### config.mk
export PLATFORM = sky130hd
export DESIGN_NAME = cae_exec
export DESIGN_NICKNAME = d
export VERILOG_FILES = /design/src/pkg/cae_pkg.sv /design/src/hdl/cae_exec.sv /design/src/hdl/cae_alu.sv
export SDC_FILE = /design/constraint.sdc
export NUM_CORES = 1
export LEC_CHECK = 0
export BUFFER_PORTS_ARGS = -buffer_cell sky130_fd_sc_hd__buf_2
export CAP_MARGIN = 20
export CORE_MARGIN = 5
export CORE_UTILIZATION = 55
export DETAILED_ROUTE_END_ITERATION = 12
export GPL_ROUTABILITY_DRIVEN = 0
export GPL_TIMING_DRIVEN = 0
export PLACE_DENSITY = 0.83
export REMOVE_ABC_BUFFERS = 1
export SYNTH_ARGS = -nofsm -noshare
export SYNTH_HDL_FRONTEND = slang
export SYNTH_SLANG_ARGS = --single-unit
### constraint.sdc
create_clock -name clk -period 5.9 [get_ports clk]
set_input_delay 1.475 -clock clk [delete_from_list [all_inputs] [get_ports clk]]
set_output_delay 1.475 -clock clk [all_outputs]
set_load 0.05 [all_outputs]
### src/pkg/cae_pkg.sv
// Shared constants and types for the arithmetic, skip and branch executor
package cae_pkg;

    // Program counter width in instruction words
    localparam int PC_WIDTH = 13;
    localparam logic [12:0] PC_RESET = 13'h0000;
    localparam logic [7:0] SREG_RESET = 8'h00;

    // I/O space limits and data-space offset
    localparam logic [7:0] IO_LAST = 8'h3F;
    localparam logic [7:0] IO_BIT_LAST = 8'h1F;
    localparam logic [7:0] IO_DATA_OFS = 8'h20;
    localparam logic [7:0] EXT_FIRST = 8'h60;

    // Status flag positions
    localparam int FLG_C = 0;
    localparam int FLG_Z = 1;
    localparam int FLG_N = 2;
    localparam int FLG_V = 3;
    localparam int FLG_S = 4;
    localparam int FLG_H = 5;

    // Flag update masks
    localparam logic [7:0] UPD_ARITH = 8'h2F;
    localparam logic [7:0] UPD_LOGIC = 8'h0E;
    localparam logic [7:0] UPD_INVERT = 8'h0F;
    localparam logic [7:0] UPD_WORD = 8'h1F;
    localparam logic [7:0] UPD_NONE = 8'h00;

    // Cycle counts
    localparam logic [2:0] CYC_SINGLE = 3'h1;
    localparam logic [2:0] CYC_WORD = 3'h2;
    localparam logic [2:0] CYC_REL_JUMP = 3'h2;
    localparam logic [2:0] CYC_IND_JUMP = 3'h2;
    localparam logic [2:0] CYC_IND_CALL = 3'h3;
    localparam logic [2:0] CYC_ABS_JUMP = 3'h3;
    localparam logic [2:0] CYC_ABS_CALL = 3'h4;
    localparam logic [2:0] CYC_REL_CALL = 3'h3;
    localparam logic [2:0] CYC_IO_BIT = 3'h2;
    localparam logic [2:0] CYC_MEMORY = 3'h2;

    // Operations; the first block up to fill ones uses the arithmetic unit
    typedef enum logic [5:0] {
        OP_ADD, OP_ADD_CARRY, OP_WORD_IMMEDIATE_ADD, OP_MINUS,
        OP_MINUS_IMMEDIATE, OP_MINUS_WITH_BORROW,
        OP_MINUS_BORROW_IMMEDIATE, OP_WORD_IMMEDIATE_MINUS, OP_AND,
        OP_CONJUNCTION_IMMEDIATE, OP_OR, OP_DISJUNCTION_IMMEDIATE,
        OP_EXCLUSIVE_DISJUNCTION, OP_BITWISE_INVERT, OP_ARITHMETIC_INVERT,
        OP_BIT_MASK_SET, OP_BIT_MASK_CLEAR, OP_COUNT_UP, OP_COUNT_DOWN,
        OP_ZERO_SIGN_CHECK, OP_REGISTER_ZEROING, OP_COMPARE,
        OP_COMPARE_WITH_CARRY, OP_COMPARE_IMMEDIATE, OP_REGISTER_FILL_ONES,
        OP_RELATIVE_JUMP, OP_INDIRECT_JUMP, OP_ABSOLUTE_JUMP,
        OP_RELATIVE_CALL, OP_INDIRECT_CALL, OP_ABSOLUTE_CALL,
        OP_COMPARE_SKIP_EQUAL, OP_SKIP_REG_BIT_CLEAR, OP_SKIP_REG_BIT_SET,
        OP_SKIP_IO_BIT_CLEAR, OP_SKIP_IO_BIT_SET, OP_BRANCH_FLAG_SET,
        OP_BRANCH_FLAG_CLEAR, OP_BRANCH_IF_EQUAL, OP_BRANCH_IF_UNEQUAL,
        OP_IO_BIT_SET, OP_IO_BIT_CLEAR, OP_IO_READ, OP_IO_WRITE,
        OP_MEMORY_READ, OP_MEMORY_WRITE
    } cae_op_t;

    // Executor states
    typedef enum logic [1:0] {
        ST_IDLE = 2'b01,
        ST_EXEC = 2'b10
    } cae_state_t;

    // Data-space access request
    typedef struct packed {
        logic [7:0] addr;
        logic [7:0] wdata;
        logic [7:0] wmask;
        logic we;
        logic re;
    } cae_mem_t;

    // Arithmetic unit answer
    typedef struct packed {
        logic [7:0] res;
        logic [15:0] wres;
        logic [7:0] flags;
        logic [7:0] upd;
    } cae_alu_t;

endpackage

### src/hdl/cae_exec.sv
// Executor for arithmetic, compare/skip and branch instructions
// Operation
// - Short I/O reaches 0x00-0x3F, data address +0x20
// - Bit set/clear/skip only at I/O up to 0x1F
// - I/O bit set/clear touches only that bit
// - Extended I/O only through memory read/write
// - Add and add-carry: sum, ZCNVH, one cycle
// - Word add/minus immediate: ZCNVS, two cycles
// - Minus forms: difference, ZCNVH, one cycle
// - AND/OR/XOR: one cycle, only Z N V
// - Mask clear ANDs inverse, mask set ORs
// - Invert gives FF minus, negate gives 00 minus
// - Count up/down: one cycle, Z N V only
// - Zeroing is XOR with itself, Z N V
// - Compares set flags, store nothing, one cycle
// - Relative jump: PC plus offset plus one, two cycles
// - Indirect jump two cycles, indirect call three
// - Absolute jump three cycles, absolute call four
// - Relative call saves return, three cycles
// - Compare-skip-equal skips two or three, flags kept
// - Register bit skips take one, two or three
// - I/O bit skips take one, two or three
// - Flag branches: one cycle untaken, two taken
module cae_exec
    import cae_pkg::*;
#(
    parameter int PC_W = PC_WIDTH
)
(
    input wire logic clk,
    input wire logic sys_rst,
    input wire logic start,
    input wire cae_op_t op,
    input wire logic [7:0] rd_val,
    input wire logic [7:0] source_operand,
    input wire logic [15:0] word_val,
    input wire logic [2:0] bit_sel,
    input wire logic [2:0] flag_sel,
    input wire logic signed [11:0] offset,
    input wire logic [PC_W-1:0] abs_target,
    input wire logic [15:0] z_ptr,
    input wire logic two_word,
    input wire logic [7:0] io_addr,
    input wire logic [7:0] io_rdata,
    output logic busy_reg,
    output logic done_reg,
    output logic [PC_W-1:0] pc_reg,
    output logic [7:0] sreg_reg,
    output logic [7:0] res_reg,
    output logic res_we_reg,
    output logic [15:0] word_res_reg,
    output logic word_we_reg,
    output logic push_we_reg,
    output logic [PC_W-1:0] push_addr_reg,
    output cae_mem_t mem_reg,
    output logic err_reg
);

    // Fixed cycle count of an operation
    function automatic logic [2:0] fixed_cycles(cae_op_t o);
        case (o)
            OP_WORD_IMMEDIATE_ADD, OP_WORD_IMMEDIATE_MINUS: return CYC_WORD;
            OP_RELATIVE_JUMP: return CYC_REL_JUMP;
            OP_INDIRECT_JUMP: return CYC_IND_JUMP;
            OP_INDIRECT_CALL: return CYC_IND_CALL;
            OP_ABSOLUTE_JUMP: return CYC_ABS_JUMP;
            OP_ABSOLUTE_CALL: return CYC_ABS_CALL;
            OP_RELATIVE_CALL: return CYC_REL_CALL;
            OP_IO_BIT_SET, OP_IO_BIT_CLEAR: return CYC_IO_BIT;
            OP_MEMORY_READ, OP_MEMORY_WRITE: return CYC_MEMORY;
            default: return CYC_SINGLE;
        endcase
    endfunction

    cae_state_t state_reg;
    cae_state_t state_next;
    logic [1:0] cnt_reg;
    logic [1:0] cnt_next;
    logic var_reg;
    logic take_reg;
    logic take_now;
    logic [PC_W-1:0] pc_next;
    cae_alu_t alu_res;
    cae_mem_t mem_start;

    // Operation classes
    wire is_word = (op == OP_WORD_IMMEDIATE_ADD) ||
        (op == OP_WORD_IMMEDIATE_MINUS);
    wire is_alu = (op <= OP_REGISTER_FILL_ONES);
    wire is_cmp = (op == OP_COMPARE) || (op == OP_COMPARE_WITH_CARRY) ||
        (op == OP_COMPARE_IMMEDIATE);
    wire is_short = (op == OP_IO_READ) || (op == OP_IO_WRITE);
    wire is_iobit = (op == OP_IO_BIT_SET) || (op == OP_IO_BIT_CLEAR);
    wire is_ioskip = (op == OP_SKIP_IO_BIT_CLEAR) ||
        (op == OP_SKIP_IO_BIT_SET);
    wire is_mem = (op == OP_MEMORY_READ) || (op == OP_MEMORY_WRITE);
    wire is_skip = is_ioskip || (op == OP_COMPARE_SKIP_EQUAL) ||
        (op == OP_SKIP_REG_BIT_CLEAR) || (op == OP_SKIP_REG_BIT_SET);
    wire is_branch = (op == OP_BRANCH_FLAG_SET) ||
        (op == OP_BRANCH_FLAG_CLEAR) || (op == OP_BRANCH_IF_EQUAL) ||
        (op == OP_BRANCH_IF_UNEQUAL);
    wire is_call = (op == OP_RELATIVE_CALL) || (op == OP_INDIRECT_CALL) ||
        (op == OP_ABSOLUTE_CALL);
    wire is_read = (op == OP_IO_READ) || (op == OP_MEMORY_READ);
    wire is_write = (op == OP_IO_WRITE) || (op == OP_MEMORY_WRITE);
    wire io_any = is_mem || is_short || is_iobit || is_ioskip;
    wire alu_store = is_alu && !is_word && !is_cmp &&
        (op != OP_ZERO_SIGN_CHECK);

    // Address checks: short forms reach 64 places, bit forms the low 32
    wire short_ok = (io_addr <= IO_LAST);
    wire bit_ok = (io_addr <= IO_BIT_LAST);
    wire io_ok = is_mem || (is_short && short_ok) ||
        ((is_iobit || is_ioskip) && bit_ok);
    wire [7:0] data_addr = is_mem ? io_addr : io_addr + IO_DATA_OFS;
    wire [7:0] bit_mask = 8'h01 << bit_sel;

    // Access request; bit forms write a one-bit mask, never the whole byte
    assign mem_start.addr = data_addr;
    assign mem_start.wdata = is_iobit ?
        ((op == OP_IO_BIT_SET) ? 8'hFF : 8'h00) : source_operand;
    assign mem_start.wmask = is_iobit ? bit_mask : 8'hFF;
    assign mem_start.we = io_ok && (is_write || is_iobit);
    assign mem_start.re = io_ok && (is_read || is_ioskip);

    // Arithmetic unit
    cae_alu u_alu (
        .op(op),
        .a(rd_val),
        .b(source_operand),
        .w(word_val),
        .c_in(sreg_reg[FLG_C]),
        .alu_out(alu_res)
    );

    // Skip and branch conditions
    wire flag_hit = sreg_reg[flag_sel];
    wire reg_bit = source_operand[bit_sel];
    wire io_bit = io_rdata[bit_sel];
    always_comb begin
        case (op)
            OP_BRANCH_FLAG_SET: take_now = flag_hit;
            OP_BRANCH_FLAG_CLEAR: take_now = !flag_hit;
            OP_BRANCH_IF_EQUAL: take_now = sreg_reg[FLG_Z];
            OP_BRANCH_IF_UNEQUAL: take_now = !sreg_reg[FLG_Z];
            OP_COMPARE_SKIP_EQUAL: take_now = (rd_val == source_operand);
            OP_SKIP_REG_BIT_CLEAR: take_now = !reg_bit;
            OP_SKIP_REG_BIT_SET: take_now = reg_bit;
            OP_SKIP_IO_BIT_CLEAR: take_now = io_ok && !io_bit;
            OP_SKIP_IO_BIT_SET: take_now = io_ok && io_bit;
            default: take_now = 1'b0;
        endcase
    end

    // Sequencing: fixed ops count down, skips and branches decide first
    wire in_exec = (state_reg == ST_EXEC);
    wire accept = (state_reg == ST_IDLE) && start;
    wire decide = in_exec && var_reg;
    wire extend = decide && take_now;
    wire finish = in_exec && (cnt_reg == 2'h0) && !extend;
    wire [1:0] extra_m1 = (is_skip && two_word) ? 2'h1 : 2'h0;
    wire [2:0] fixed_m1 = fixed_cycles(op) - 3'h1;
    assign cnt_next = accept ? ((is_skip || is_branch) ? 2'h0 :
        fixed_m1[1:0]) : (extend ? extra_m1 :
        (in_exec ? cnt_reg - 2'h1 : cnt_reg));
    assign state_next = accept ? ST_EXEC : (finish ? ST_IDLE : state_reg);

    // Program counter targets
    wire [PC_W-1:0] pc_inc1 = pc_reg + PC_W'(1);
    wire [PC_W-1:0] pc_inc2 = pc_reg + PC_W'(2);
    wire [PC_W-1:0] pc_rel = pc_reg + PC_W'(offset) + PC_W'(1);
    wire [PC_W-1:0] pc_skip = two_word ? pc_reg + PC_W'(3) : pc_inc2;
    always_comb begin
        case (op)
            OP_RELATIVE_JUMP, OP_RELATIVE_CALL: pc_next = pc_rel;
            OP_INDIRECT_JUMP, OP_INDIRECT_CALL:
                pc_next = z_ptr[PC_W-1:0];
            OP_ABSOLUTE_JUMP, OP_ABSOLUTE_CALL: pc_next = abs_target;
            default: begin
                if (is_skip && take_reg) begin
                    pc_next = pc_skip;
                end else if (is_branch && take_reg) begin
                    pc_next = pc_rel;
                end else begin
                    pc_next = pc_inc1;
                end
            end
        endcase
    end

    // New status: only the flags that the operation owns change
    wire [7:0] sreg_next = (sreg_reg & ~alu_res.upd) |
        (alu_res.flags & alu_res.upd);
    wire [PC_W-1:0] ret_addr = (op == OP_ABSOLUTE_CALL) ? pc_inc2 : pc_inc1;

    // Sequencer state
    always_ff @(posedge clk) begin
        if (sys_rst) begin
            state_reg <= ST_IDLE;
            cnt_reg <= 2'h0;
            var_reg <= 1'b0;
            take_reg <= 1'b0;
        end else begin
            state_reg <= state_next;
            cnt_reg <= cnt_next;
            var_reg <= accept ? (is_skip || is_branch) : (var_reg && !decide);
            take_reg <= accept ? 1'b0 : (extend ? 1'b1 : take_reg);
        end
    end

    // Commit of results at the last cycle
    always_ff @(posedge clk) begin
        if (sys_rst) begin
            busy_reg <= 1'b0;
            done_reg <= 1'b0;
            pc_reg <= PC_W'(PC_RESET);
            sreg_reg <= SREG_RESET;
            res_reg <= 8'h00;
            res_we_reg <= 1'b0;
            word_res_reg <= 16'h0000;
            word_we_reg <= 1'b0;
            push_we_reg <= 1'b0;
            push_addr_reg <= '0;
            err_reg <= 1'b0;
        end else begin
            busy_reg <= accept || (busy_reg && !finish);
            done_reg <= finish;
            pc_reg <= finish ? pc_next : pc_reg;
            sreg_reg <= (finish && is_alu) ? sreg_next : sreg_reg;
            res_reg <= !finish ? res_reg : (is_alu ? alu_res.res : io_rdata);
            res_we_reg <= finish && (alu_store || (is_read && io_ok));
            word_res_reg <= finish ? alu_res.wres : word_res_reg;
            word_we_reg <= finish && is_word;
            push_we_reg <= finish && is_call;
            push_addr_reg <= finish ? ret_addr : push_addr_reg;
            err_reg <= finish && io_any && !io_ok;
        end
    end

    // Data-space request stands from acceptance to the last cycle
    always_ff @(posedge clk) begin
        if (sys_rst) begin
            mem_reg <= '0;
        end else if (accept) begin
            mem_reg <= mem_start;
        end else if (finish) begin
            mem_reg <= '0;
        end
    end
endmodule // cae_exec

### src/hdl/cae_alu.sv
// Combinational arithmetic and logic unit with flag generation
module cae_alu
    import cae_pkg::*;
(
    input wire cae_op_t op,
    input wire logic [7:0] a,
    input wire logic [7:0] b,
    input wire logic [15:0] w,
    input wire logic c_in,
    output cae_alu_t alu_out
);

    // Packs the result-derived and computed flags
    function automatic logic [7:0] pack_flags(logic [7:0] r, logic v,
                                              logic c, logic h);
        logic [7:0] f;
        f = 8'h00;
        f[FLG_Z] = (r == 8'h00);
        f[FLG_N] = r[7];
        f[FLG_V] = v;
        f[FLG_C] = c;
        f[FLG_H] = h;
        return f;
    endfunction

    logic [7:0] x;
    logic [7:0] y;
    logic ci;
    logic [8:0] sum9;
    logic [8:0] dif9;
    logic [4:0] sumh;
    logic [4:0] difh;
    logic [16:0] w17;
    logic vadd;
    logic vsub;
    logic vword;
    wire neg_op = (op == OP_ARITHMETIC_INVERT);
    wire one_op = (op == OP_COUNT_UP) || (op == OP_COUNT_DOWN);
    wire cy_op = (op == OP_ADD_CARRY) || (op == OP_MINUS_WITH_BORROW) ||
        (op == OP_MINUS_BORROW_IMMEDIATE) || (op == OP_COMPARE_WITH_CARRY);
    wire wadd = (op == OP_WORD_IMMEDIATE_ADD);

    // Operand selection, negate is zero minus the register
    assign x = neg_op ? 8'h00 : a;
    assign y = neg_op ? a : (one_op ? 8'h01 : b);
    assign ci = cy_op & c_in;
    assign sum9 = {1'b0, x} + {1'b0, y} + {8'h00, ci};
    assign dif9 = {1'b0, x} - {1'b0, y} - {8'h00, ci};
    assign sumh = {1'b0, x[3:0]} + {1'b0, y[3:0]} + {4'h0, ci};
    assign difh = {1'b0, x[3:0]} - {1'b0, y[3:0]} - {4'h0, ci};
    assign vadd = (x[7] ~^ y[7]) & (x[7] ^ sum9[7]);
    assign vsub = (x[7] ^ y[7]) & (x[7] ^ dif9[7]);

    // Word arithmetic on a register pair with a six-bit constant
    assign w17 = wadd ? ({1'b0, w} + {11'h000, b[5:0]}) :
        ({1'b0, w} - {11'h000, b[5:0]});
    assign vword = wadd ? (~w[15] & w17[15]) : (w[15] & ~w17[15]);

    // Result and flag selection
    always_comb begin
        alu_out.res = a;
        alu_out.wres = w17[15:0];
        alu_out.flags = 8'h00;
        alu_out.upd = UPD_NONE;
        case (op)
            OP_ADD, OP_ADD_CARRY: begin
                alu_out.res = sum9[7:0];
                alu_out.flags = pack_flags(sum9[7:0], vadd, sum9[8], sumh[4]);
                alu_out.upd = UPD_ARITH;
            end
            OP_MINUS, OP_MINUS_IMMEDIATE, OP_MINUS_WITH_BORROW,
            OP_MINUS_BORROW_IMMEDIATE, OP_ARITHMETIC_INVERT, OP_COMPARE,
            OP_COMPARE_WITH_CARRY, OP_COMPARE_IMMEDIATE: begin
                alu_out.res = dif9[7:0];
                alu_out.flags = pack_flags(dif9[7:0], vsub, dif9[8], difh[4]);
                alu_out.upd = UPD_ARITH;
            end
            OP_COUNT_UP: begin
                alu_out.res = sum9[7:0];
                alu_out.flags = pack_flags(sum9[7:0], vadd, 1'b0, 1'b0);
                alu_out.upd = UPD_LOGIC;
            end
            OP_COUNT_DOWN: begin
                alu_out.res = dif9[7:0];
                alu_out.flags = pack_flags(dif9[7:0], vsub, 1'b0, 1'b0);
                alu_out.upd = UPD_LOGIC;
            end
            OP_AND, OP_CONJUNCTION_IMMEDIATE, OP_OR,
            OP_DISJUNCTION_IMMEDIATE, OP_EXCLUSIVE_DISJUNCTION,
            OP_BIT_MASK_SET, OP_BIT_MASK_CLEAR, OP_ZERO_SIGN_CHECK,
            OP_REGISTER_ZEROING: begin
                if (op == OP_AND || op == OP_CONJUNCTION_IMMEDIATE) begin
                    alu_out.res = a & b;
                end else if (op == OP_BIT_MASK_CLEAR) begin
                    alu_out.res = a & ~b;
                end else if (op == OP_EXCLUSIVE_DISJUNCTION) begin
                    alu_out.res = a ^ b;
                end else if (op == OP_REGISTER_ZEROING) begin
                    alu_out.res = a ^ a;
                end else if (op == OP_ZERO_SIGN_CHECK) begin
                    alu_out.res = a & a;
                end else begin
                    alu_out.res = a | b;
                end
                alu_out.flags = pack_flags(alu_out.res, 1'b0, 1'b0, 1'b0);
                alu_out.upd = UPD_LOGIC;
            end
            OP_BITWISE_INVERT: begin
                alu_out.res = 8'hFF - a;
                alu_out.flags = pack_flags(alu_out.res, 1'b0, 1'b1, 1'b0);
                alu_out.upd = UPD_INVERT;
            end
            OP_REGISTER_FILL_ONES: begin
                alu_out.res = 8'hFF;
            end
            OP_WORD_IMMEDIATE_ADD, OP_WORD_IMMEDIATE_MINUS: begin
                alu_out.flags[FLG_Z] = (w17[15:0] == 16'h0000);
                alu_out.flags[FLG_N] = w17[15];
                alu_out.flags[FLG_V] = vword;
                alu_out.flags[FLG_C] = w17[16];
                alu_out.flags[FLG_S] = w17[15] ^ vword;
                alu_out.upd = UPD_WORD;
            end
            default: begin
                alu_out.upd = UPD_NONE;
            end
        endcase
    end

endmodule // cae_alu

Word level (Yosys, flattened, before mapping)

Cells that the tools add are included.

Flip-flop bits (word level): 96

Shift operators: 1
Reduce and logical (&&, ||, !) cells: 92
Add/subtract/negate cells: 19
Muxes and demuxes: 43
Bitwise gates (word level): 23
Equal/unequal tests: 49
Order comparisons: 5

Operator list:

| cell                    | number |
|---|---|
| $mux W8                 | 14 |
| $eq A6 B5 Y1 const B    | 16 |
| $eq A6 B6 Y1 const B    | 14 |
| $mux W13                | 4 |
| $mux W26                | 2 |
| $eq A6 B4 Y1 const B    | 8 |
| $and A8 B8 Y8           | 5 |
| $pmux W8 S5             | 1 |
| $pmux W13 S3            | 1 |
| $pmux W5 S7             | 1 |
| $logic_or A1 B1 Y1      | 33 |
| $logic_not A8 Y1        | 4 |
| $add A13 B1 Y13 const B | 2 |
| $add A13 B2 Y13 const B | 2 |
| $logic_and A1 B1 Y1     | 26 |
| $eq A6 B3 Y1 const B    | 4 |
| $pmux W6 S4             | 1 |
| $reduce_or A9 Y1        | 2 |
| $add A16 B6 Y17         | 1 |
| $mux W17                | 1 |
| $sub A16 B6 Y17         | 1 |
| $logic_not A16 Y1       | 1 |
| $not A8 Y8              | 2 |
| $or A8 B8 Y8            | 2 |
| 44 further kinds        | 84 |

Depth between registers and ports, before layout

Depth in word-level cells: 13
Mapped depth: 20
Depth with buffers taken out: 18

By module

From an unflattened synthesis, not the netlist that was laid out.

Cells, all modules: 1,348
Area, all modules: 9,890.7 um2

By module, submodules not included:

| module   | area an instance (um2) | times used | cells each | seq. area each (um2) |
|---|---|---|---|---|
| cae_exec | 6,262.3                | 1          | 820        | 1,921.8 |
| cae_alu  | 3,628.5                | 1          | 528        | 0.0 |

Worst setup path after synthesis

Ideal clock, no wire load.

Path kind: input port to flip-flop
From: in op[0]
To: reg (tool-made name)
Arrival: 5.239 ns
Setup slack: 0.574 ns
Stages on the path: 17
Path buffers: 3
Cell sequence: buf_2 clkbuf_1 buf_1 a22oi_1 or4b_2 inv_1 fa_1 inv_1 fa_1 nand2b_1 a21oi_1 xnor2_1 nand4b_1 or3b_2 nor4_1 nor3b_1 o31ai_1

RTL lines:

| what        | RTL line       | RTL |
|---|---|---|
| from (decl) | cae_exec.sv:33 | `input wire cae_op_t op,` |

Worst setup path in the final report

From: in op[4]
To: reg res_reg[7]

Longest elaborated chain between the ends: 10
Elaborated cells on any way between the ends: 78
Classes of those cells: add/sub (4); order compare (1); eq/ne (37); mux (12); bitwise (1); reduce/logical (23)

Ends and longest elaborated chain:

| what                                                   | RTL line        | RTL |
|---|---|---|
| branches (longest 10 deep; another with $sub A8 B8 Y9) | -               |  |
| to (signal assigned)                                   | cae_exec.sv:230 | `res_reg <= !finish ? res_reg : (is_alu ? alu_res.res : io_rdata);` |
| to (decl)                                              | cae_exec.sv:49  | `output logic [7:0] res_reg,` |

Several ways; the timed one is not identified. The select of a mux whose other input is x is not followed.
A chain may end at the register's enable or synchronous reset.

==> flow_summary.yaml <==
outcome:
  status: "complete, no violations"
cts:
  holdBufCountCts: 0
  cts_resized: 0
  post_cts_buffers: 0
  cts_buffers: 9
  cts_buffer_depth: 2
  h-tree-depth: 3
  clock_latency_ps: 370
  root_buffer: "clkbuf_16"
  cts.clk_slew.worst_paths_ps: 80
  cts_tree: "built"
  clock-sinks: 94
floorplan:
  dieArea_um2: 19330
  rows: 47
  num_io_pins: 195
  start_util: 0.5560
  coreArea_um2: 16470
  die_height_um: 139.0
  fp.dieW_um: 139.0
drt:
  drc_errors: 0
  drtPass1Iterations: 8
  routed_wl_um: 30060
  wl_per_cell_um: 18.66
  vias: 10325
  vias_per_cell: 6.409
  drtIter0Drc: 1113
  ant_nets: 0
power:
  p_clk_frac: 0.296
  combinationalPowerShare: 0.363
  p_leak_nw: 4.450
  p_seq_frac: 0.340
  power_switching_uw: 813.0
  switching_share: 0.3995
  ir_drop_mv: 0.1618
  p_int_mw: 1.222
  power.density_nw_per_um2: 194.2
place:
  hpwl_um: 22230
  placed_area_um2: 10150
  port_buffers: 189
  pre_cts_ws_ps: -142.8
  dp_cells: 1594
sta:
  relSlewSlack: 0.3308
  worstMarginPinSlew_ps: 999.5
  skew_ps: 12.59
  hold_viol_final: 0
  finalMaxSlewViolations: 0
  max_freq_mhz: 178.7
  rsz0062_at_grt: "no"
  period_share: 0.9486
  setup_viol_count_final: 0
  fin_hold_ws_ps: 452.0
  fin_ws_ps: 303.3
  post-route-min-period_ps: 5597
yosys:
  synth-edff-count: 0
  synthArstFlopShare: 0
  synth.largest_area_cell: "dfxtp_1"
  synth_area_leaders: "dfxtp_1 (21%), ha_1 (11%), a21oi_1 (5.9%)"
  avgSynthCellArea_um2: 7.295
  netlist_area_um2: 9155
  ys_ff_latch: 94
  yosysWarningCount: 0
  synth_top_area_share: 0.2055
  yosysUniqueCellTypes: 90
  synth_ff_type: "dfxtp_1"
  seq_area_frac_synth: 0.2055
  syn_inst: 1255
grt:
  overflow: 0
  grt_pass1_wl_um: 47930
  grt_start_max_net_pins: 80
  grtUsageTotal: 0.2934
  antenna_found_initial: 0
  grt_pass1_vias: 9588
layout:
  design_area_um2: 10480
  final_util: 0.6364
  area_growth_pct: 14.46
  nNetsFinal: 1577
  diodes: 0
  stdcell_count: 1611
  largest_reg_flops: 26
  drive_gt1_frac: 0.1848
setup_path:
  slowest_delay_ps: 570
  endpoint_kind: "register"
  worstPathMaxFanout: 29
  cpMaxStageDelayCell: "a221oi_1"
  cp_data_arrival_time_ps: 5820
  crit_path_start_kind: "primary input"
  path_cells: "buf_2 > nand2b_1 > nor2_1 > o21ai_0 > a21o_1 > inv_1 > o22ai_1 > ha_1 > inv_1 > ha_1 > and2_1 > o21ai_0 > o311ai_1 > a21oi_1 > xnor2_1 > a221oi_1 > a211oi_1 > a211oi_1 > nor3_1"
  cp.required_ps: 6130
  critical_path_class: "in2reg"
  reg2reg_depth: 11
worst_hold_path:
  holdPathStages: 2
  min_path_type: "reg2reg"
job:
  max_cap_violations: 0
## cell usage in the layout (no fill, tap or decap), drive strengths merged, types with 6 or more instances in the layout
cell,n
a31oi,16
o221ai,7
or3,10
nand3,37
o21bai,10
mux2i,12
a31o,9
nor4,13
o21a,9
a211o,13
xor2,13
a221oi,9
o22ai,26
or2,8
o211ai,8
o31ai,9
buf,196
xnor2,51
clkbuf,10
nand2,120
o21ai,75
a211oi,32
ha,80
dfxtp,94
nor2b,15
fa,6
nand2b,20
o41ai,6
a21oi,108
nor2,131
nor3,43
nand4,7
and2,11
a22oi,8
inv,72
and3,8
## critical path, delay by kind of cell
kind | cells | cell delay [ps]
fa+ha+maj | 2 | 740
compound gates | 9 | 2060
xor+xnor | 1 | 140
buf+inv | 3 | 710
simple gates | 4 | 670
## synthesized netlist by cell type (4+ instances only)
library cell,n
nor4_1,12
nand3_1,37
a221oi_1,9
o21bai_1,10
o21ai_0,72
clkbuf_1,47
mux2i_1,12
a21o_1,4
ha_1,80
or2_2,6
nor2_1,129
or4_1,5
and3_1,8
buf_2,17
nand2b_1,20
nand4_1,7
dfxtp_1,94
a211o_1,13
a31oi_1,16
a2111oi_0,4
nand2_1,120
a311oi_1,5
xnor2_1,51
a31o_2,9
xor2_1,13
buf_1,6
o32ai_1,4
o311ai_1,4
or3_1,10
o22ai_1,26
nor2b_1,15
nor3_1,42
o21a_1,9
a22oi_1,8
o31ai_1,9
buf_4,7
and2_1,10
inv_1,68
fa_1,6
o41ai_1,6
a211oi_1,32
o211ai_1,8
a21oi_1,108
o221ai_1,7
## metal layers
layer / track usage / routed length [um] / vias to the layer above / part of all wire
li1: - / - / 4838 / -
met1: 0.3936 / 12440 / 4720 / 0.41
met2: 0.4641 / 13140 / 662 / 0.44
met3: 0.06897 / 3408 / 105 / 0.11
met4: 0.1014 / 1067 / 0 / 0.035
met5: 0 / 0 / - / 0
## cell families (layout without fill, tap and decap cells)
| logic type | Yosys count | after routing | synth area share |
|---|---|---|---|
| other | 1 | 2 | 0.0004096 |
| AOI/OAI and AO/OA | 398 | 398 | 0.2871 |
| adders and majority gates | 86 | 86 | 0.1225 |
| buffers and inverters | 147 | 282 | 0.06628 |
| xor gates and xnor gates | 64 | 64 | 0.06123 |
| and+or+nand+nor | 450 | 450 | 0.2389 |
| muxes | 15 | 15 | 0.01804 |
| DFF | 94 | 94 | 0.2055 |
## final timing paths
path              slack (ps)                startpoint                  endpoint
setup / recovery         300                     op[4]   res_reg[7]$_SDFFE_PP0P_
hold / removal           450  mem_reg[15]$_SDFFE_PP0P_  mem_reg[15]$_SDFFE_PP0P_
setup reg to reg        2080                  register   res_reg[7]$_SDFFE_PP0P_
hold reg to reg          450  mem_reg[15]$_SDFFE_PP0P_  mem_reg[15]$_SDFFE_PP0P_
## power by group through the flow
stage	Combinational, mW	Clock, mW	Sequential, mW
after floorplan	0.400	0	0.804
after global placement	0.698	0	0.706
after detailed placement	0.718	0	0.706
after CTS	0.722	0.608	0.692
after global routing	0.800	0.631	0.698
final	0.740	0.603	0.693
## area by class of cell
cell class                      count  area (um^2)
Multi-Input combinational cell   1015         6716
Clock buffer                        9        225.2
Tap cell                          220        275.3
Inverter                           69        259.0
Timing Repair Buffer              197         1046
Sequential cell                    94         1882
Fill cell                        1487         5987
Clock inverter                      7        75.07
## through the flow
step / total power, mW / TNS (ps)
2_1_floorplan: 1.204 / 0
3_3_place_gp: 1.403 / -5393
3_5_place_dp: 1.424 / -325.7
4_1_cts: 2.022 / 0
5_1_grt: 2.128 / 0
6_report: 2.035 / 0
No activity file was read; power rests on OpenSTA's default activity.
